`config.mk`:
```
export PLATFORM = sky130hd
export DESIGN_NAME = rfrx_regs
export DESIGN_NICKNAME = d
export VERILOG_FILES = /design/src/common/rfrx_pkg.sv /design/src/design/rfrx_regs.sv
export SDC_FILE = /design/constraint.sdc
export NUM_CORES = 1
export LEC_CHECK = 0
export BUFFER_PORTS_ARGS = -buffer_cell sky130_fd_sc_hd__buf_2
export CAP_MARGIN = 10
export CORE_MARGIN = 3
export CORE_UTILIZATION = 50
export DETAILED_ROUTE_END_ITERATION = 7
export GPL_TIMING_DRIVEN = 0
export HOLD_SLACK_MARGIN = 0.03
export PLACE_DENSITY_LB_ADDON = 0.1
export SLEW_MARGIN = 20
export SYNTH_ARGS = -nofsm -noshare
export SYNTH_HDL_FRONTEND = slang
export SYNTH_SLANG_ARGS = --single-unit
```
`constraint.sdc`:
```
create_clock -name ref_clk_i -period 2.4 [get_ports ref_clk_i]
set_input_delay 0.12 -clock ref_clk_i [delete_from_list [all_inputs] [get_ports ref_clk_i]]
set_output_delay 0.12 -clock ref_clk_i [all_outputs]
set_load 0.05 [all_outputs]
```
`src/common/rfrx_pkg.sv`:
```
// rfrx_pkg: constants of the receiver configuration register bank
package rfrx_pkg;

	// ***************************************************************
	// register indices, byte address is four times the index
	// ***************************************************************
	localparam logic [7:0] IDX_FRAMING_CTRL = 8'h35;
	localparam logic [7:0] IDX_GUARD_TIME   = 8'h36;
	localparam logic [7:0] IDX_THRESHOLD    = 8'h37;
	localparam logic [7:0] IDX_INPUT_SELECT = 8'h38;
	localparam logic [7:0] IDX_ANALOG_SETUP = 8'h39;
	localparam logic [7:0] IDX_IRQ_STATUS   = 8'h40;
	localparam logic [7:0] IDX_IRQ_MASK     = 8'h41;
	localparam logic [7:0] IDX_RX_STATE     = 8'h42;

	// ***************************************************************
	// writable bits per register, reserved bits stay zero
	// ***************************************************************
	localparam logic [7:0] MASK_FRAMING_CTRL = 8'hCF;
	localparam logic [7:0] MASK_GUARD_TIME   = 8'hFF;
	localparam logic [7:0] MASK_THRESHOLD    = 8'hFF;
	localparam logic [7:0] MASK_INPUT_SELECT = 8'hF3;
	localparam logic [7:0] MASK_ANALOG_SETUP = 8'hCF;
	localparam logic [7:0] MASK_IRQ          = 8'h07;
	localparam logic [7:0] RESET_VALUE       = 8'h00;

	// ***************************************************************
	// field positions
	// ***************************************************************
	localparam int FC_PARTIAL_BIT  = 7;
	localparam int FC_MULTI_BIT    = 6;
	localparam int FC_SUPPRESS_BIT = 3;
	localparam int FC_BAUD_LSB     = 0;
	localparam int GT_UNIT_BIT     = 7;
	localparam int GT_COUNT_LSB    = 0;
	localparam int TH_DECODER_LSB  = 4;
	localparam int TH_PHASE_LSB    = 0;
	localparam int IS_SINGLE_BIT   = 7;
	localparam int IS_ADC_BIT      = 6;
	localparam int IS_SOURCE_LSB   = 4;
	localparam int IS_COLL_LSB     = 0;
	localparam int AS_TRIM_LSB     = 6;
	localparam int AS_HPCF_LSB     = 2;
	localparam int AS_GAIN_LSB     = 0;
	localparam int IRQ_RX_DONE     = 0;
	localparam int IRQ_DISCARD     = 1;
	localparam int IRQ_GUARD_END   = 2;

	// ***************************************************************
	// encodings
	// ***************************************************************
	localparam logic [2:0] BAUD_26K      = 3'h2;
	localparam logic [2:0] BAUD_52K      = 3'h3;
	localparam logic [1:0] COLL_OFF      = 2'h3;
	localparam logic [1:0] EMD_BYTES     = 2'h3;

	// ***************************************************************
	// timing: carrier unit and half-bit periods per bit stream code
	// ***************************************************************
	localparam int CLK_KHZ        = 40000;
	localparam int CARRIER_UNIT_NS = 1180;
	localparam int HALF_BIT_NS_0  = 18880;
	localparam int HALF_BIT_NS_1  = 9440;
	localparam int HALF_BIT_NS_2  = 4720;
	localparam int HALF_BIT_NS_3  = 2360;

	typedef enum logic [1:0] {RFRX_IDLE, RFRX_LISTEN, RFRX_FRAME} rfrx_state_t;

endpackage

```
`src/design/rfrx_regs.sv`:
```
// rfrx_regs: receiver configuration register bank with framing control
//
// Operation
// partial final byte still written to FIFO with CRC on when permit set
// multi-frame mode keeps receiver active after a frame ends
// multi-frame mode appends error register copy byte after each frame
// suppression on: error in first three bytes discards them, FIFO reset
// frames discarded by suppression never raise receive-done flag
// host waits for three bytes when forced check write and suppression
// baud field 2 selects 26 kBd, 3 selects 52 kBd, others reserved
// guard unit 0 is 16 carrier cycles, 1 is half bit period
// after each transmission input ignored for count times unit
// upper threshold nibble sets decoder minimum level
// lower threshold nibble sets phase detector minimum level
// input mode bit selects differential or quasi-differential input
// converter bit selects normal reception or low-power card detection
// source field selects idle, analog, envelope or generic input
// collision field sets 1/8, 1/4, 1/2 threshold; 3 disables
// analog register forwards baseband gain and high-pass corner
// half-bit time base follows selected bit stream frequency
// reserved bits read zero and ignore writes
`timescale 1ns/1ps
module rfrx_regs
	import rfrx_pkg::*;
#(
	parameter int CLOCK_KHZ = CLK_KHZ
)(
	// clock and reset
	input  wire logic        ref_clk_i,
	input  wire logic        rst_i,
	// ahb-lite slave
	input  wire logic        hsel_i,
	input  wire logic [31:0] haddr_i,
	input  wire logic [1:0]  htrans_i,
	input  wire logic        hwrite_i,
	input  wire logic [2:0]  hsize_i,
	input  wire logic [31:0] hwdata_i,
	input  wire logic        hready_i,
	output logic      [31:0] hrdata_o,
	output logic             hreadyout_o,
	output logic             hresp_o,
	// receive path events
	input  wire logic        rx_start_i,
	input  wire logic        rx_stop_i,
	input  wire logic        tx_done_i,
	input  wire logic        rx_sof_i,
	input  wire logic        rx_byte_valid_i,
	input  wire logic [7:0]  rx_byte_i,
	input  wire logic        rx_byte_partial_i,
	input  wire logic        rx_error_i,
	input  wire logic        rx_frame_end_i,
	input  wire logic        crc_enable_i,
	input  wire logic        forced_check_write_i,
	input  wire logic [7:0]  error_reg_i,
	input  wire logic [1:0]  bit_stream_frequency_i,
	// fifo side
	output logic             fifo_wr_o,
	output logic      [7:0]  fifo_wdata_o,
	output logic             fifo_reset_o,
	output logic             fifo_read_safe_o,
	// receiver status and static controls
	output logic             receiver_active_o,
	output logic             receiver_ignore_o,
	output logic             baud_52k_o,
	output logic             baud_reserved_o,
	output logic      [3:0]  decoder_min_level_o,
	output logic      [3:0]  phase_detector_min_level_o,
	output logic             quasi_differential_o,
	output logic             converter_mode_o,
	output logic      [1:0]  signal_source_select_o,
	output logic             collision_detect_en_o,
	output logic      [1:0]  collision_sensitivity_o,
	output logic      [1:0]  factory_trim_field_o,
	output logic      [1:0]  rcv_hpcf_o,
	output logic      [1:0]  rcv_gain_o,
	// interrupt
	output logic             irq_o
);

	// time base products overflow int above 100 MHz; guard assertions need a carrier unit of 8 cycles or more
	if (CLOCK_KHZ < 8000 || CLOCK_KHZ > 100000)
	begin : g_bad_clock
		$error("rfrx_regs: CLOCK_KHZ out of range");
	end

	// ***************************************************************
	// time bases
	// ***************************************************************
	localparam int UNIT_W = 12;

	function automatic logic [UNIT_W-1:0] cycles_of(input int ns);
		cycles_of = UNIT_W'((ns * CLOCK_KHZ + 999999) / 1000000);
	endfunction

	localparam logic [UNIT_W-1:0] CARRIER_CYC = cycles_of(CARRIER_UNIT_NS);

	function automatic logic [UNIT_W-1:0] half_bit_cyc(input logic [1:0] code);
		case (code)
			2'h0:    half_bit_cyc = cycles_of(HALF_BIT_NS_0);
			2'h1:    half_bit_cyc = cycles_of(HALF_BIT_NS_1);
			2'h2:    half_bit_cyc = cycles_of(HALF_BIT_NS_2);
			default: half_bit_cyc = cycles_of(HALF_BIT_NS_3);
		endcase
	endfunction

	// ***************************************************************
	// registers
	// ***************************************************************
	logic [7:0] framing_ctrl;
	logic [7:0] guard_time;
	logic [7:0] threshold;
	logic [7:0] input_select;
	logic [7:0] analog_setup;
	logic [7:0] irq_status;
	logic [7:0] irq_mask;
	logic [7:0] irq_set;

	logic       wr_pend;
	logic       rd_pend;
	logic [7:0] acc_idx;

	// ahb address phase capture
	always_ff @(posedge ref_clk_i)
	begin
		if (rst_i)
		begin
			wr_pend <= 1'b0;
			rd_pend <= 1'b0;
			acc_idx <= 8'h00;
		end
		else if (hready_i)
		begin
			wr_pend <= hsel_i && htrans_i[1] && hwrite_i;
			rd_pend <= hsel_i && htrans_i[1] && !hwrite_i;
			acc_idx <= haddr_i[9:2];
		end
		else if (rd_pend)
			rd_pend <= 1'b0;
	end

	// reads take one wait state so data come from a flip-flop
	assign hreadyout_o = !rd_pend;
	assign hresp_o     = 1'b0;

	function automatic logic [7:0] read_mux(input logic [7:0] idx);
		case (idx)
			IDX_FRAMING_CTRL: read_mux = framing_ctrl;
			IDX_GUARD_TIME:   read_mux = guard_time;
			IDX_THRESHOLD:    read_mux = threshold;
			IDX_INPUT_SELECT: read_mux = input_select;
			IDX_ANALOG_SETUP: read_mux = analog_setup;
			IDX_IRQ_STATUS:   read_mux = irq_status;
			IDX_IRQ_MASK:     read_mux = irq_mask;
			IDX_RX_STATE:     read_mux = {5'h00, fifo_read_safe_o, receiver_ignore_o, receiver_active_o};
			default:          read_mux = 8'h00;
		endcase
	endfunction

	always_ff @(posedge ref_clk_i)
	begin
		if (rst_i)
			hrdata_o <= 32'h00000000;
		else if (rd_pend)
			hrdata_o <= {24'h000000, read_mux(acc_idx)};
	end

	// configuration writes, reserved bits masked off
	always_ff @(posedge ref_clk_i)
	begin
		if (rst_i)
		begin
			framing_ctrl <= RESET_VALUE;
			guard_time   <= RESET_VALUE;
			threshold    <= RESET_VALUE;
			input_select <= RESET_VALUE;
			analog_setup <= RESET_VALUE;
			irq_mask     <= RESET_VALUE;
		end
		else if (wr_pend)
		begin
			case (acc_idx)
				IDX_FRAMING_CTRL: framing_ctrl <= hwdata_i[7:0] & MASK_FRAMING_CTRL;
				IDX_GUARD_TIME:   guard_time   <= hwdata_i[7:0] & MASK_GUARD_TIME;
				IDX_THRESHOLD:    threshold    <= hwdata_i[7:0] & MASK_THRESHOLD;
				IDX_INPUT_SELECT: input_select <= hwdata_i[7:0] & MASK_INPUT_SELECT;
				IDX_ANALOG_SETUP: analog_setup <= hwdata_i[7:0] & MASK_ANALOG_SETUP;
				IDX_IRQ_MASK:     irq_mask     <= hwdata_i[7:0] & MASK_IRQ;
				default:          ;
			endcase
		end
	end

	// sticky status, write one to clear, a new event wins
	always_ff @(posedge ref_clk_i)
	begin
		if (rst_i)
			irq_status <= RESET_VALUE;
		else if (wr_pend && acc_idx == IDX_IRQ_STATUS)
			irq_status <= ((irq_status & ~hwdata_i[7:0]) | irq_set) & MASK_IRQ;
		else
			irq_status <= (irq_status | irq_set) & MASK_IRQ;
	end

	assign irq_o = |(irq_status & irq_mask);

	// ***************************************************************
	// static controls
	// ***************************************************************
	wire       partial_byte_permit      = framing_ctrl[FC_PARTIAL_BIT];
	wire       multi_frame_receive      = framing_ctrl[FC_MULTI_BIT];
	wire       interference_suppress_en = framing_ctrl[FC_SUPPRESS_BIT];
	wire [2:0] baud_field               = framing_ctrl[FC_BAUD_LSB +: 3];
	wire       guard_time_unit          = guard_time[GT_UNIT_BIT];

	assign baud_52k_o                 = (baud_field == BAUD_52K);
	assign baud_reserved_o            = (baud_field != BAUD_26K) && (baud_field != BAUD_52K);
	assign decoder_min_level_o        = threshold[TH_DECODER_LSB +: 4];
	assign phase_detector_min_level_o = threshold[TH_PHASE_LSB +: 4];
	assign quasi_differential_o       = input_select[IS_SINGLE_BIT];
	assign converter_mode_o           = input_select[IS_ADC_BIT];
	assign signal_source_select_o     = input_select[IS_SOURCE_LSB +: 2];
	assign collision_sensitivity_o    = input_select[IS_COLL_LSB +: 2];
	assign collision_detect_en_o      = (collision_sensitivity_o != COLL_OFF);
	assign factory_trim_field_o       = analog_setup[AS_TRIM_LSB +: 2];
	assign rcv_hpcf_o                 = analog_setup[AS_HPCF_LSB +: 2];
	assign rcv_gain_o                 = analog_setup[AS_GAIN_LSB +: 2];

	// ***************************************************************
	// post-transmit guard window
	// ***************************************************************
	logic [6:0]        guard_cnt;
	logic [UNIT_W-1:0] unit_cnt;
	logic [UNIT_W-1:0] unit_len;

	// half-bit base follows the bit stream frequency
	assign unit_len = guard_time_unit ? half_bit_cyc(bit_stream_frequency_i) : CARRIER_CYC;

	always_ff @(posedge ref_clk_i)
	begin
		if (rst_i)
		begin
			guard_cnt <= 7'h00;
			unit_cnt  <= '0;
		end
		else if (tx_done_i)
		begin
			guard_cnt <= guard_time[GT_COUNT_LSB +: 7];
			unit_cnt  <= unit_len - UNIT_W'(1);
		end
		else if (guard_cnt != 7'h00)
		begin
			if (unit_cnt == '0)
			begin
				guard_cnt <= guard_cnt - 7'h01;
				unit_cnt  <= unit_len - UNIT_W'(1);
			end
			else
				unit_cnt <= unit_cnt - UNIT_W'(1);
		end
	end

	assign receiver_ignore_o = (guard_cnt != 7'h00);

	// ***************************************************************
	// frame handling
	// ***************************************************************
	rfrx_state_t state;
	logic [1:0]  byte_cnt;
	logic        guard_was;

	wire sof_ok   = rx_sof_i && !receiver_ignore_o;
	wire byte_ok  = rx_byte_valid_i && !receiver_ignore_o && state == RFRX_FRAME;
	wire err_ok   = rx_error_i && !receiver_ignore_o && state == RFRX_FRAME;
	wire end_ok   = rx_frame_end_i && !receiver_ignore_o && state == RFRX_FRAME;
	wire early    = interference_suppress_en && byte_cnt < EMD_BYTES;
	wire discard  = early && (err_ok || end_ok);
	wire keep_end = end_ok && !discard;
	wire store_ok = byte_ok && !discard && (!rx_byte_partial_i || !crc_enable_i || partial_byte_permit);

	always_ff @(posedge ref_clk_i)
	begin
		if (rst_i)
			state <= RFRX_IDLE;
		else if (rx_stop_i)
			state <= RFRX_IDLE;
		else
		begin
			case (state)
				RFRX_IDLE:   if (rx_start_i) state <= RFRX_LISTEN;
				RFRX_LISTEN: if (sof_ok) state <= RFRX_FRAME;
				RFRX_FRAME:
				begin
					if (discard)
						state <= RFRX_LISTEN;
					else if (keep_end)
						state <= multi_frame_receive ? RFRX_LISTEN : RFRX_IDLE;
				end
				default:     state <= RFRX_IDLE;
			endcase
		end
	end

	assign receiver_active_o = (state != RFRX_IDLE);

	always_ff @(posedge ref_clk_i)
	begin
		if (rst_i || state != RFRX_FRAME)
			byte_cnt <= 2'h0;
		else if (byte_ok && byte_cnt != EMD_BYTES)
			byte_cnt <= byte_cnt + 2'h1;
	end

	// fifo writes: data bytes, then the error copy in multi-frame mode
	always_ff @(posedge ref_clk_i)
	begin
		if (rst_i)
		begin
			fifo_wr_o    <= 1'b0;
			fifo_wdata_o <= 8'h00;
			fifo_reset_o <= 1'b0;
		end
		else
		begin
			fifo_reset_o <= discard;
			fifo_wr_o    <= store_ok || (keep_end && multi_frame_receive);
			if (keep_end && multi_frame_receive)
				fifo_wdata_o <= error_reg_i;
			else if (store_ok)
				fifo_wdata_o <= rx_byte_i;
		end
	end

	// the host may read early only when no forced write can be undone
	always_ff @(posedge ref_clk_i)
	begin
		if (rst_i)
			fifo_read_safe_o <= 1'b1;
		else
			fifo_read_safe_o <= !(forced_check_write_i && interference_suppress_en)
				|| state != RFRX_FRAME || byte_cnt == EMD_BYTES;
	end

	always_ff @(posedge ref_clk_i)
	begin
		if (rst_i)
			guard_was <= 1'b0;
		else
			guard_was <= receiver_ignore_o;
	end

	always_comb
	begin
		irq_set              = 8'h00;
		irq_set[IRQ_RX_DONE] = keep_end;
		irq_set[IRQ_DISCARD] = discard;
		irq_set[IRQ_GUARD_END] = guard_was && !receiver_ignore_o;
	end

	// ***************************************************************
	// assertions
	// ***************************************************************
	localparam int CARRIER_INT = int'(CARRIER_CYC);
	localparam int GUARD_LO    = CARRIER_INT - 8;
	localparam int GUARD_HI    = CARRIER_INT - 7;
endmodule // rfrx_regs

```
; Yosys cells after proc, flatten, opt, wreduce, memory -nomap -nowiden
; Cells that the tools add are included.
[totals]
regBits = 93
input_bits = 102
out_inout_bits = 71
word_cells = 125
[classes]
addsub = 4
n_lt_le_gt_ge = 1
n_eq_ne = 22
n_mux = 18
bitwise_logic = 6
reduce_logical = 54
[op_table]
columns = cell, count
row1 = $pmux 8 s8, 1
row2 = $mux 12, 4
row3 = $eq 8x6->1 const B, 5
row4 = $pmux 10 s3, 1
row5 = $eq 8x7->1 const B, 3
row6 = $sub 12x1->12 const B, 2
row7 = $logic_and 1x1->1, 21
row8 = $mux 7, 3
row9 = $mux 8, 2
row10 = $reduce_and 2->1, 7
row11 = $logic_not 12->1, 1
row12 = $ne 2x2->1 const B, 5
row13 = $mux 2, 4
row14 = $reduce_bool 2->1, 4
row15 = $reduce_or 8->1, 1
row16 = $logic_not 1->1, 7
row17 = $logic_or 1x1->1, 7
row18 = $reduce_bool 7->1, 1
row19 = $sub 7x1->7 const B, 1
row20 = $and 3x3->3, 2
row21 = $eq 2x2->1 const B, 3
row22 = $ne 3x2->1 const B, 2
row23 = $or 3x3->3, 2
row24 = $pmux 2 s3, 1
row25 = 12 further kinds, 15

; Logic depth before layout (Yosys ltp)
; Gate-level depths: netlist of the first run.
[logic_depth]
depth_word = 11
mapped_depth = 9
ltp_nobuf = 8

; Worst setup path after synthesis of the first run
; No wires, ideal clock.
[synth_path]
path_type = register to register
from = reg guard_cnt[2]
to = reg unit_cnt[2]
setup_time_ns = 0.117
arrival_time_ns = 1.862
required_ns = 2.283
setup_slack_ns = 0.421
stages_incl_launch_ff = 8
path_buffers = 1
synth_period_minus_slack_ns = 1.979
path_cell_list = dfxtp_1 > or4_4 > nor2_4 > inv_1 > buf_2 > nor2_1 > nor2_1 > a32o_1
[synth_via]
elab_chain_len = 2
[synth_lines]
columns = element, line
row1 = start: declaration, rfrx_regs.sv:231  ; logic [6:0] guard_cnt;
row2 = start signal: assignment, rfrx_regs.sv:247  ; guard_cnt <= guard_time[GT_COUNT_LSB +: 7];
row3 = start signal: assignment, rfrx_regs.sv:254  ; guard_cnt <= guard_cnt - 7'h01;
row4 = $reduce_bool 7->1, --
row5 = named net receiver_ignore_o, rfrx_regs.sv:63  ; output logic receiver_ignore_o,
row6 = $reduce_bool 2->1 (no line), --
row7 = end signal: assignment, rfrx_regs.sv:248  ; unit_cnt <= unit_len - UNIT_W'(1);
row8 = end signal: assignment, rfrx_regs.sv:255  ; unit_cnt <= unit_len - UNIT_W'(1);
row9 = end signal: assignment, rfrx_regs.sv:258  ; unit_cnt <= unit_cnt - UNIT_W'(1);
row10 = end: declaration, rfrx_regs.sv:232  ; logic [UNIT_W-1:0] unit_cnt;
; The timed path passes the listed nets, and every way through them passes these cells.
; A chain may end at the register's enable or synchronous reset.

; Worst setup path in the final report of the first run
[layout_path]
from = reg guard_cnt[2]
to = reg unit_cnt[6]
[layout_via]
elab_chain_len = 2
[layout_lines]
columns = element, line
row1 = $reduce_bool 7->1, rfrx_regs.sv:250  ; else if (guard_cnt != 7'h00)
row2 = $reduce_bool 2->1 (no line), --
; No other way between the ends.

==> flow_metrics.env, run 1 <==
export IMPL_tightest_slew_ns=0.854
export IMPL_tns_ns=0
export IMPL_cpMaxStageDelayCell="or4_4"
export IMPL_cts_buffers=9
export IMPL_drv_slew=0
export IMPL_grt_pass1_wl_mm=21.2
export IMPL_rsz0062_at_grt="false"
export IMPL_syn_avg_cell_area_um2=8.48
export IMPL_power_density_nw_per_um2=568
export IMPL_drive_gt1_frac=0.214
export IMPL_cts_sinks=93
export IMPL_maxCapViolations=0
export IMPL_drtAntennaViolNets=0
export IMPL_antenna_found_initial=0
export IMPL_cp_cell_sequence="or4_4, nor2_4, inv_1, buf_2, nor2_1, nor2_1, a32o_1"
export IMPL_worst_path_most_repeated_cell="nor2_1"
export IMPL_die_w_um=103
export IMPL_grtUsageTotal=0.257
export IMPL_numPortBuffers=94
export IMPL_row_count=34
export IMPL_final_cell_mix="buf_2, dfxtp_1, nor2_1"
export IMPL_dp_slack_ns=0.229
export IMPL_pin_count=173
export IMPL_viasPerCell=5.59
export IMPL_crit_fanout=10
export IMPL_setup_slack_ns=0.162
export IMPL_vias=4634
export IMPL_drt_wl_total_mm=13.6
export IMPL_cp_end_kind="flip-flop"
export IMPL_period_share=0.933
export IMPL_yosysWarningCount=0
export IMPL_final_util=0.667
export IMPL_reg2reg_to="unit_cnt[6]"
export IMPL_period_needed_ns=2.24
export IMPL_slew_headroom=0.428
export IMPL_cts_htree_levels=3
export IMPL_grt_pass1_vias=4266
export IMPL_vdd_drop_max_mv=0.396
export IMPL_clock_latency_ns=0.36
export IMPL_crit_required_ns=2.65
export IMPL_clockRootBuffer="clkbuf_8"
export IMPL_fmax_ghz=0.447
export IMPL_setup_violations=0
export IMPL_syn_inst=553
export IMPL_num_antenna_cells=0
export IMPL_ys_seq_area_frac=0.397
export IMPL_cts_setup_buffers=0
export IMPL_totalPowerFinal_mw=3.39
export IMPL_cts_resized=0
export IMPL_synthToLayoutAreaGrowth_pct=27.0
export IMPL_critPathKind="flip-flop to flip-flop"
export IMPL_core_um2=8930
export IMPL_hold_end="fifo_wdata_o[3]"
export IMPL_netlist_area_um2=4690
export IMPL_die_area_um2=10600
export IMPL_final_common_cell="buf_2"
export IMPL_grt_ovfl_total=0
export IMPL_ys_flop_type="dfxtp_1"
export IMPL_routedWlPerCell_um=16.3
export IMPL_nNetsFinal=825
export IMPL_start_util=0.525
export IMPL_post_route_drc_count=0
export IMPL_r2r_slack_ns=0.16
export IMPL_skew_ns=0.0147
export IMPL_hold_start="rx_byte_i[3]"
export IMPL_grt_max_degree=17
export IMPL_ys_seq_elements=93
export IMPL_fillers=770
export IMPL_worst_setup_path_start_kind="flip-flop"
export IMPL_worstHoldPathCells=3
export IMPL_synthDistinctLibCells=57
export IMPL_ys_async_sr_fraction=0
export IMPL_p_leak_nw=2.54
export IMPL_clock_path_buffers=2
export IMPL_r2r_worst_path_cells=7
export IMPL_slowest_delay_ns=0.59
export IMPL_fp_dieH_um=103
export IMPL_timing_rr_start="guard_cnt[2]"
export IMPL_whs_ns=0.0513
export IMPL_gp_congestion=0.905
export IMPL_hpwl_mm=9.70
export IMPL_cp_arrival_ns=2.49
export IMPL_finalHoldViolations=0
export IMPL_dr_first_iter_drc_count=253
export IMPL_hp_class="primary input to flip-flop"
export IMPL_status="completed"
export IMPL_path_clk_slew_ns=0.09
export IMPL_synth_edf_count=0
export IMPL_dr_pass1_iters=5
export IMPL_cts_tree="done"
synthesized netlist by cell type (2+ instances only):
master | n | area share
o211ai_1 | 5 | 0.0080
nor4b_1 | 3 | 0.0056
a221oi_1 | 3 | 0.0056
a22oi_1 | 6 | 0.0096
ha_1 | 6 | 0.016
nor3_1 | 11 | 0.012
buf_2 | 4 | 0.0043
o21a_1 | 3 | 0.0048
nor4_1 | 10 | 0.013
mux2i_1 | 44 | 0.094
or3_1 | 4 | 0.0053
nor2b_1 | 9 | 0.012
a21oi_1 | 39 | 0.042
nand2_1 | 36 | 0.029
nand3_1 | 17 | 0.018
nand4_1 | 9 | 0.012
a211oi_1 | 6 | 0.0096
clkbuf_1 | 17 | 0.014
nor2_1 | 76 | 0.061
inv_1 | 18 | 0.014
mux2_2 | 9 | 0.022
xnor2_1 | 4 | 0.0075
buf_1 | 5 | 0.0040
and3_1 | 2 | 0.0027
xor2_1 | 6 | 0.011
nand3b_1 | 4 | 0.0064
a31oi_1 | 6 | 0.0080
buf_4 | 26 | 0.042
o21ai_0 | 26 | 0.028
o31ai_1 | 6 | 0.0096
o2bb2ai_1 | 8 | 0.015
nand2b_1 | 4 | 0.0053
or4_1 | 2 | 0.0032
o32ai_1 | 2 | 0.0037
dfxtp_1 | 93 | 0.40
nor3b_1 | 2 | 0.0032
a32o_1 | 2 | 0.0043
worst max path at each step:
stage | from | end | cells past startpoint
2_1_floorplan | guard_cnt[2] | unit_cnt[2] | 7
3_3_place_gp | guard_cnt[2] | unit_cnt[2] | 7
3_5_place_dp | guard_cnt[2] | unit_cnt[6] | 7
4_1_cts | guard_cnt[2] | unit_cnt[6] | 7
5_1_grt | acc_idx[0] | hrdata_o[7] | 6
6_report | guard_cnt[2] | unit_cnt[6] | 7
flip-flops by register name, indices dropped and copies added (netlist names), 2 cells and up:
register and count:
threshold 8, analog_setup 6, guard_time 8, byte_cnt 2
irq_status 3, state 2, guard_cnt 7, irq_mask 3
unit_cnt 12, fifo_wdata_o 8, input_select 6, framing_ctrl 6
acc_idx 8, hrdata_o 8
critical path, delay by kind of cell, from the launching register on:
family / cells / cell delay [ns]
simple gates: 4 / 1.18
buf+inv: 2 / 0.34
flops: 1 / 0.37
compound gates: 1 / 0.23
power breakdown:
| group | internal [mW] | switching, mW | total [mW] |
|---|---|---|---|
| registers | 1.58 | 0.0425 | 1.62 |
| clock network | 0.594 | 0.581 | 1.17 |
| logic | 0.219 | 0.369 | 0.588 |
| total | 2.39 | 0.992 | 3.39 |
logic make-up after synthesis:
family | after synthesis | synth area share
adders and majority gates | 6 | 0.0160
buffers and inverters | 71 | 0.0787
and+or+nand+nor | 198 | 0.209
xor gates and xnor gates | 10 | 0.0187
DFF | 93 | 0.397
muxes | 53 | 0.116
other | 1 | 0.000800
AOI/OAI and AO/OA | 121 | 0.164
through the flow:
step | instances | area, µm²
2_1_floorplan | 577 | 4780
6_report | 829 | 5960
5_1_grt | 829 | 5960
4_1_cts | 829 | 5960
3_5_place_dp | 779 | 5390
3_3_place_gp | 779 | 5390
routing by layer:
layer / GRT usage / routed length [µm] / part of all wire
met1: 0.328 / 5740 / 0.42
met4: 0.0687 / 155 / 0.011
met3: 0.0535 / 956 / 0.071
met2: 0.443 / 6700 / 0.49
met5: 0 / 0 / 0
repair_timing:
item	CTS	global route
hold buffers	35	0
endpoints found under the hold margin	30	0
endpoints found under the setup margin	0	0
layout make-up:
type                       instances  area, µm²  share of cell area
buffer                            52        298              0.0500
clock buffer                       9        124              0.0208
clock inverter                     6       96.3              0.0162
inverter                          19       71.3              0.0120
multi-input combinational        413       2550               0.428
sequential                        93       1860               0.313
tap                              108        135              0.0227
timing repair buffer             129        821               0.138
Power figures use the tool's default switching activity.
==> run 2: changes to the inputs <==
--- a/config.mk
+++ b/config.mk
@@ -5,10 +5,11 @@
 export SDC_FILE = /design/constraint.sdc
 export NUM_CORES = 1
 export LEC_CHECK = 0
+export ABC_AREA = 1
 export BUFFER_PORTS_ARGS = -buffer_cell sky130_fd_sc_hd__buf_2
-export CAP_MARGIN = 10
+export CAP_MARGIN = 5
 export CORE_MARGIN = 3
-export CORE_UTILIZATION = 50
+export CORE_UTILIZATION = 51
 export DETAILED_ROUTE_END_ITERATION = 7
 export GPL_TIMING_DRIVEN = 0
 export HOLD_SLACK_MARGIN = 0.03
==> run 2 against run 1 <==
Global-route usage down 0.74 points; die area up 3.6%; sequential power up 4%; clock power down 15%; core utilization down 2.8 points; cell area up 0.50%; critical path type unchanged; critical endpoint is now fifo_wdata_o[2]; largest cell class unchanged; highest routed layer unchanged.
==> flow_metrics.env, run 2 <==
export IMPL_r2r_slack_ns=0.55
export IMPL_ys_flop_type="dfxtp_1"
export IMPL_syn_inst=700
export IMPL_hpwl_mm=10.5
export IMPL_tns_ns=0
export IMPL_die_area_um2=11000
export IMPL_finalHoldViolations=0
export IMPL_final_util=0.639
export IMPL_final_common_cell="nand2_1"
export IMPL_crit_fanout=9
export IMPL_drv_slew=0
export IMPL_grt_ovfl_total=0
export IMPL_path_clk_slew_ns=0.10
export IMPL_grt_pass1_vias=4812
export IMPL_vdd_drop_max_mv=0.346
export IMPL_yosysTopAreaCell="dfxtp_1"
export IMPL_drt_wl_total_mm=13.7
export IMPL_yosysMostFrequentCell="nand2_1"
export IMPL_cts_resized=0
export IMPL_drive_gt1_frac=0.219
export IMPL_yosysWarningCount=0
export IMPL_grt_pass1_wl_mm=22.3
export IMPL_crit_path_start="guard_cnt[0]"
export IMPL_clock_path_buffers=2
export IMPL_routedWlPerCell_um=14.1
export IMPL_cp_endpoint="fifo_wdata_o[2]"
export IMPL_critPathKind="flip-flop to flip-flop"
export IMPL_start_util=0.530
export IMPL_skew_ns=0.0138
export IMPL_synth_edf_count=0
export IMPL_grt_max_degree=18
export IMPL_whs_ns=0.0401
export IMPL_cts_htree_levels=3
export IMPL_fillers=892
export IMPL_vias=5092
export IMPL_antenna_found_initial=0
export IMPL_p_leak_nw=2.67
export IMPL_netlist_area_um2=4960
export IMPL_dr_first_iter_drc_count=217
export IMPL_viasPerCell=5.22
export IMPL_placedCellCount=947
export IMPL_crit_required_ns=2.70
export IMPL_syn_avg_cell_area_um2=7.09
export IMPL_final_cells=975
export IMPL_clock_latency_ns=0.37
export IMPL_power_density_nw_per_um2=602
export IMPL_synthDistinctLibCells=42
export IMPL_ys_seq_elements=93
export IMPL_pin_count=173
export IMPL_row_count=35
export IMPL_largest_register_ffs=12
export IMPL_period_needed_ns=1.85
export IMPL_period_share=0.769
export IMPL_dr_pass1_iters=5
export IMPL_numPortBuffers=94
export IMPL_rsz0062_at_grt="false"
export IMPL_totalPowerFinal_mw=3.60
export IMPL_fp_dieH_um=105
export IMPL_timing_rr_start="guard_cnt[0]"
export IMPL_drtAntennaViolNets=0
export IMPL_core_um2=9370
export IMPL_num_antenna_cells=0
export IMPL_cts_buffers=9
export IMPL_yosys_top_cells_count="nand2_1, dfxtp_1, a21oi_1"
export IMPL_r2r_worst_path_cells=10
export IMPL_cts_sinks=93
export IMPL_cp_arrival_ns=2.14
export IMPL_fmax_ghz=0.542
export IMPL_status="completed"
export IMPL_reg2reg_to="fifo_wdata_o[2]"
export IMPL_grtUsageTotal=0.250
export IMPL_regMostFlops="unit_cnt"
export IMPL_worst_setup_path_start_kind="flip-flop"
export IMPL_maxCapViolations=0
export IMPL_post_route_drc_count=0
export IMPL_cts_setup_buffers=0
export IMPL_ctsHoldBuffers=12
export IMPL_yosysTopAreaCellShare=0.375
export IMPL_tightest_slew_ns=0.697
export IMPL_ys_async_sr_fraction=0
export IMPL_synthTopCellsByArea="dfxtp_1, nand2_1, a21oi_1, o21ai_0, nand3_1"
export IMPL_nNetsFinal=949
export IMPL_synthToLayoutAreaGrowth_pct=20.6
export IMPL_clockRootBuffer="clkbuf_8"
export IMPL_slew_headroom=0.535
export IMPL_cp_end_kind="flip-flop"
export IMPL_hp_class="primary input to flip-flop"
export IMPL_final_cell_mix="nand2_1, buf_2, dfxtp_1"
export IMPL_gp_congestion=0.934
export IMPL_cts_tree="done"
export IMPL_setup_violations=0
export IMPL_die_w_um=105
export IMPL_ys_seq_area_frac=0.375
-- run 2: kinds of logic after synthesis --
logic type	Yosys count	synth area share
other	1	0.000755
XOR/XNOR	10	0.0176
AND/OR/NAND/NOR	276	0.265
adder cells (fa/ha/maj)	6	0.0151
AO/OA/AOI/OAI	180	0.193
flip-flops	93	0.375
buffers and inverters	133	0.132
multiplexers	1	0.00202
-- run 2: layout make-up --
class                           instances  area (µm²)  area share
Inverter                               82         310      0.0518
Tap cell                              129         161      0.0270
Multi-Input combinational cell        498        2540       0.424
Sequential cell                        93        1860       0.311
Buffer                                 51         344      0.0575
Timing Repair Buffer                  106         591      0.0987
Clock inverter                          7        55.1     0.00920
Clock buffer                            9         124      0.0207
-- run 2: worst max-delay path, stage by stage (launching register included) --
cell and delay (ns):
dfxtp_1 0.32, inv_1 0.14, ha_1 0.17, inv_1 0.03, nor2_1 0.15, nand3_4 0.23
nor2_2 0.20, nand3_4 0.15, nand2_4 0.15, o21ai_1 0.08, a21oi_1 0.15
-- run 2: worst min path at each step --
stage                               from          endpoint  slack (ns)  depth (start not counted)
finish                       htrans_i[1]           rd_pend        0.04                          3
global route                  haddr_i[7]        acc_idx[5]        0.03                          3
CTS                          hwdata_i[5]   input_select[5]        0.03                          3
detailed placement  forced_check_write_i  fifo_read_safe_o        0.32                          2
global placement    forced_check_write_i  fifo_read_safe_o        0.31                          2
floorplan                       hwrite_i           rd_pend        0.20                          1
-- run 2: stage by stage --
| stage | setup WS (ns) | instance area (µm²) |
|---|---|---|
| after floorplan | 0.648 | 5050 |
| after global placement | 0.597 | 5690 |
| after detailed placement | 0.576 | 5690 |
| after CTS | 0.557 | 5990 |
| after global routing | 0.385 | 5990 |
| final | 0.554 | 5990 |
-- run 2: metal layers --
metal | global-route usage | part of all wire | vias to the layer above
li1 | - | - | 2540
met1 | 0.323 | 0.43 | 2334
met2 | 0.420 | 0.48 | 194
met3 | 0.0482 | 0.066 | 24
met4 | 0.0806 | 0.019 | 0
met5 | 0 | 0 | -
-- run 2: report_power, final --
part | total, mW | switching (mW) | internal (mW)
Clock | 0.993 | 0.602 | 0.392
Combinational | 0.931 | 0.620 | 0.310
Sequential | 1.68 | 0.0632 | 1.62
==> run 3: changes to the inputs <==
--- a/config.mk
+++ b/config.mk
@@ -9,7 +9,7 @@
 export BUFFER_PORTS_ARGS = -buffer_cell sky130_fd_sc_hd__buf_2
 export CAP_MARGIN = 5
 export CORE_MARGIN = 3
-export CORE_UTILIZATION = 51
+export CORE_UTILIZATION = 46
 export DETAILED_ROUTE_END_ITERATION = 7
 export GPL_TIMING_DRIVEN = 0
 export HOLD_SLACK_MARGIN = 0.03
==> constraint.sdc (replaced) <==
create_clock -name ref_clk_i -period 1.58 [get_ports ref_clk_i]
set_input_delay 0.079 -clock ref_clk_i [delete_from_list [all_inputs] [get_ports ref_clk_i]]
set_output_delay 0.079 -clock ref_clk_i [all_outputs]
set_load 0.05 [all_outputs]
==> run 3 against run 2 <==
Highest routed layer unchanged; sequential share of layout area decreased by 4.3 points; critical endpoint is now receiver_ignore_o; the flow now finishes with violations (setup timing); clock skew decreased by 0.0080 ns; core utilization increased by 3.1 points; via count increased by 4.9%.
==> flow_metrics.env, run 3 (synthesized netlist as in run 2, its figures left out) <==
export IMPL_cpMaxStageDelayCell="dfxtp_2"
export IMPL_setup_slack_ns=-0.0985
export IMPL_fp_dieH_um=110
export IMPL_slew_headroom=0.506
export IMPL_routedWlPerCell_um=15.2
export IMPL_nNetsFinal=1006
export IMPL_grt_pass1_wl_mm=23.6
export IMPL_tns_ns=-0.856
export IMPL_grtUsageMet1=0.307
export IMPL_row_count=37
export IMPL_cp_cell_sequence="inv_2, ha_4, inv_2, nor2_4, nand3_4, buf_4, buf_8"
export IMPL_path_buf_inv=4
export IMPL_viasPerCell=5.14
export IMPL_die_w_um=110
export IMPL_maxCapViolations=0
export IMPL_use_met3=0.0399
export IMPL_drt_wl_total_mm=15.8
export IMPL_timing_rr_start="guard_cnt[0]"
export IMPL_hold_end="fifo_wdata_o[5]"
export IMPL_r2r_slack_ns=-0.08
export IMPL_tightest_slew_ns=0.742
export IMPL_hp_class="primary input to flip-flop"
export IMPL_crit_fanout=8
export IMPL_vdd_drop_max_mv=0.547
export IMPL_slowest_delay_ns=0.33
export IMPL_regMostFlops="unit_cnt"
export IMPL_violations="setup timing"
export IMPL_rsz0062_at_grt="true"
export IMPL_pin_count=173
export IMPL_hpwl_mm=11.1
export IMPL_cts_htree_levels=3
export IMPL_drive_gt1_frac=0.341
export IMPL_clockRootBuffer="clkbuf_8"
export IMPL_met2_usage=0.445
export IMPL_drtAntennaViolNets=0
export IMPL_cp_arrival_ns=1.60
export IMPL_crit_family="buffers and inverters"
export IMPL_critPathKind="flip-flop to primary output"
export IMPL_worst_path_most_repeated_cell="inv_2"
export IMPL_cp_end_kind="primary output"
export IMPL_finalHoldViolations=0
export IMPL_vias=5339
export IMPL_numPortBuffers=94
export IMPL_num_antenna_cells=0
export IMPL_busiest_layer="met2"
export IMPL_path_clk_slew_ns=0.09
export IMPL_status="complete, but fails checks"
export IMPL_grtUsageTotal=0.255
export IMPL_period_share=1.06
export IMPL_fmax_ghz=0.596
export IMPL_antenna_found_initial=0
export IMPL_worstHoldPathCells=3
export IMPL_totalPowerFinal_mw=6.19
export IMPL_cts_sinks=93
export IMPL_worst_setup_path_start_kind="flip-flop"
export IMPL_post_route_drc_count=0
export IMPL_grt_pass1_vias=4809
export IMPL_start_util=0.477
export IMPL_largest_register_ffs=12
export IMPL_period_needed_ns=1.68
export IMPL_p_leak_nw=3.06
export IMPL_synthToLayoutAreaGrowth_pct=40.6
export IMPL_skew_ns=0.00577
export IMPL_drv_slew=0
export IMPL_gp_congestion=0.956
export IMPL_cts_tree="done"
export IMPL_dr_pass1_iters=5
export IMPL_cts_buffers=9
export IMPL_grt_ovfl_total=0
export IMPL_clock_path_buffers=2
export IMPL_clock_latency_ns=0.37
export IMPL_fillers=935
export IMPL_dr_first_iter_drc_count=368
export IMPL_crit_required_ns=1.50
export IMPL_setup_violations=18
export IMPL_r2r_worst_path_cells=12
export IMPL_core_um2=10400
export IMPL_reg2reg_to="hrdata_o[1]"
export IMPL_die_area_um2=12100
export IMPL_final_cell_mix="nand2_1, buf_2, dfxtp_1"
export IMPL_power_density_nw_per_um2=887
export IMPL_grt_max_degree=15
export IMPL_hold_start="rx_byte_i[5]"
[run 3: where the power goes]
part	switching [mW]	internal, mW
combinational	1.15	0.798
sequential	0.133	2.46
clock	0.840	0.804
total	2.12	4.07
[run 3: worst max-delay path by stage]
stage                      start           endpoint  cells past startpoint
floorplan           guard_cnt[0]           state[0]                     11
global placement     byte_cnt[0]    fifo_wdata_o[0]                      7
detailed placement   byte_cnt[0]    fifo_wdata_o[5]                      7
CTS                 guard_cnt[0]    fifo_wdata_o[5]                      9
global route        guard_cnt[0]    fifo_wdata_o[7]                      9
finish              guard_cnt[0]  receiver_ignore_o                      7
[run 3: routing by layer]
metal,up-vias,routed length (µm)
met2,166,8010
met1,2472,6620
met3,30,700
met4,0,466
li1,2671,-
met5,-,0
[run 3: cell type report]
class	instances	area, µm²	area share
Multi-Input combinational cell	500	2900	0.415
Sequential cell	93	1870	0.268
Timing Repair Buffer	162	1140	0.163
Buffer	50	375	0.0538
Inverter	82	330	0.0473
Tap cell	136	170	0.0244
Clock buffer	11	151	0.0217
Clock inverter	4	47.5	0.00681
[run 3: through the flow]
| stage | setup WS, ns | std cells | utilization | hold WS, ns | area [µm²] |
|---|---|---|---|---|---|
| final | -0.0985 | 1038 | 0.670 | 0.0329 | 6980 |
| after floorplan | -0.0909 | 724 | - | 0.156 | 5080 |
| after global routing | -0.200 | 1038 | 0.670 | 0.0413 | 6980 |
| after CTS | -0.0739 | 1016 | 0.618 | 0.0306 | 6440 |
| after global placement | -0.189 | 954 | 0.549 | 0.261 | 5720 |
| after detailed placement | -0.209 | 954 | 0.549 | 0.261 | 5720 |
[run 3: worst register-to-register path: stages, from the launching register on]
cell	delay, ns
dfxtp_2	0.33
inv_2	0.07
ha_4	0.12
inv_2	0.04
nor2_4	0.09
nand3_4	0.21
buf_4	0.23
nand3_2	0.04
nand2_1	0.06
nor2_2	0.12
nand2_1	0.07
nand2_1	0.07
a21oi_1	0.06
[run 3: timing repair]
| item | 4_1_cts | 5_1_grt |
|---|---|---|
| endpoints found under the hold margin | 29 | 0 |
| setup buffers | 10 | 17 |
| resized for setup | 21 | 126 |
| hold buffers | 35 | 0 |
| cloned | 3 | 5 |
| endpoints found under the setup margin | 56 | 69 |
| pin swaps | 9 | 17 |
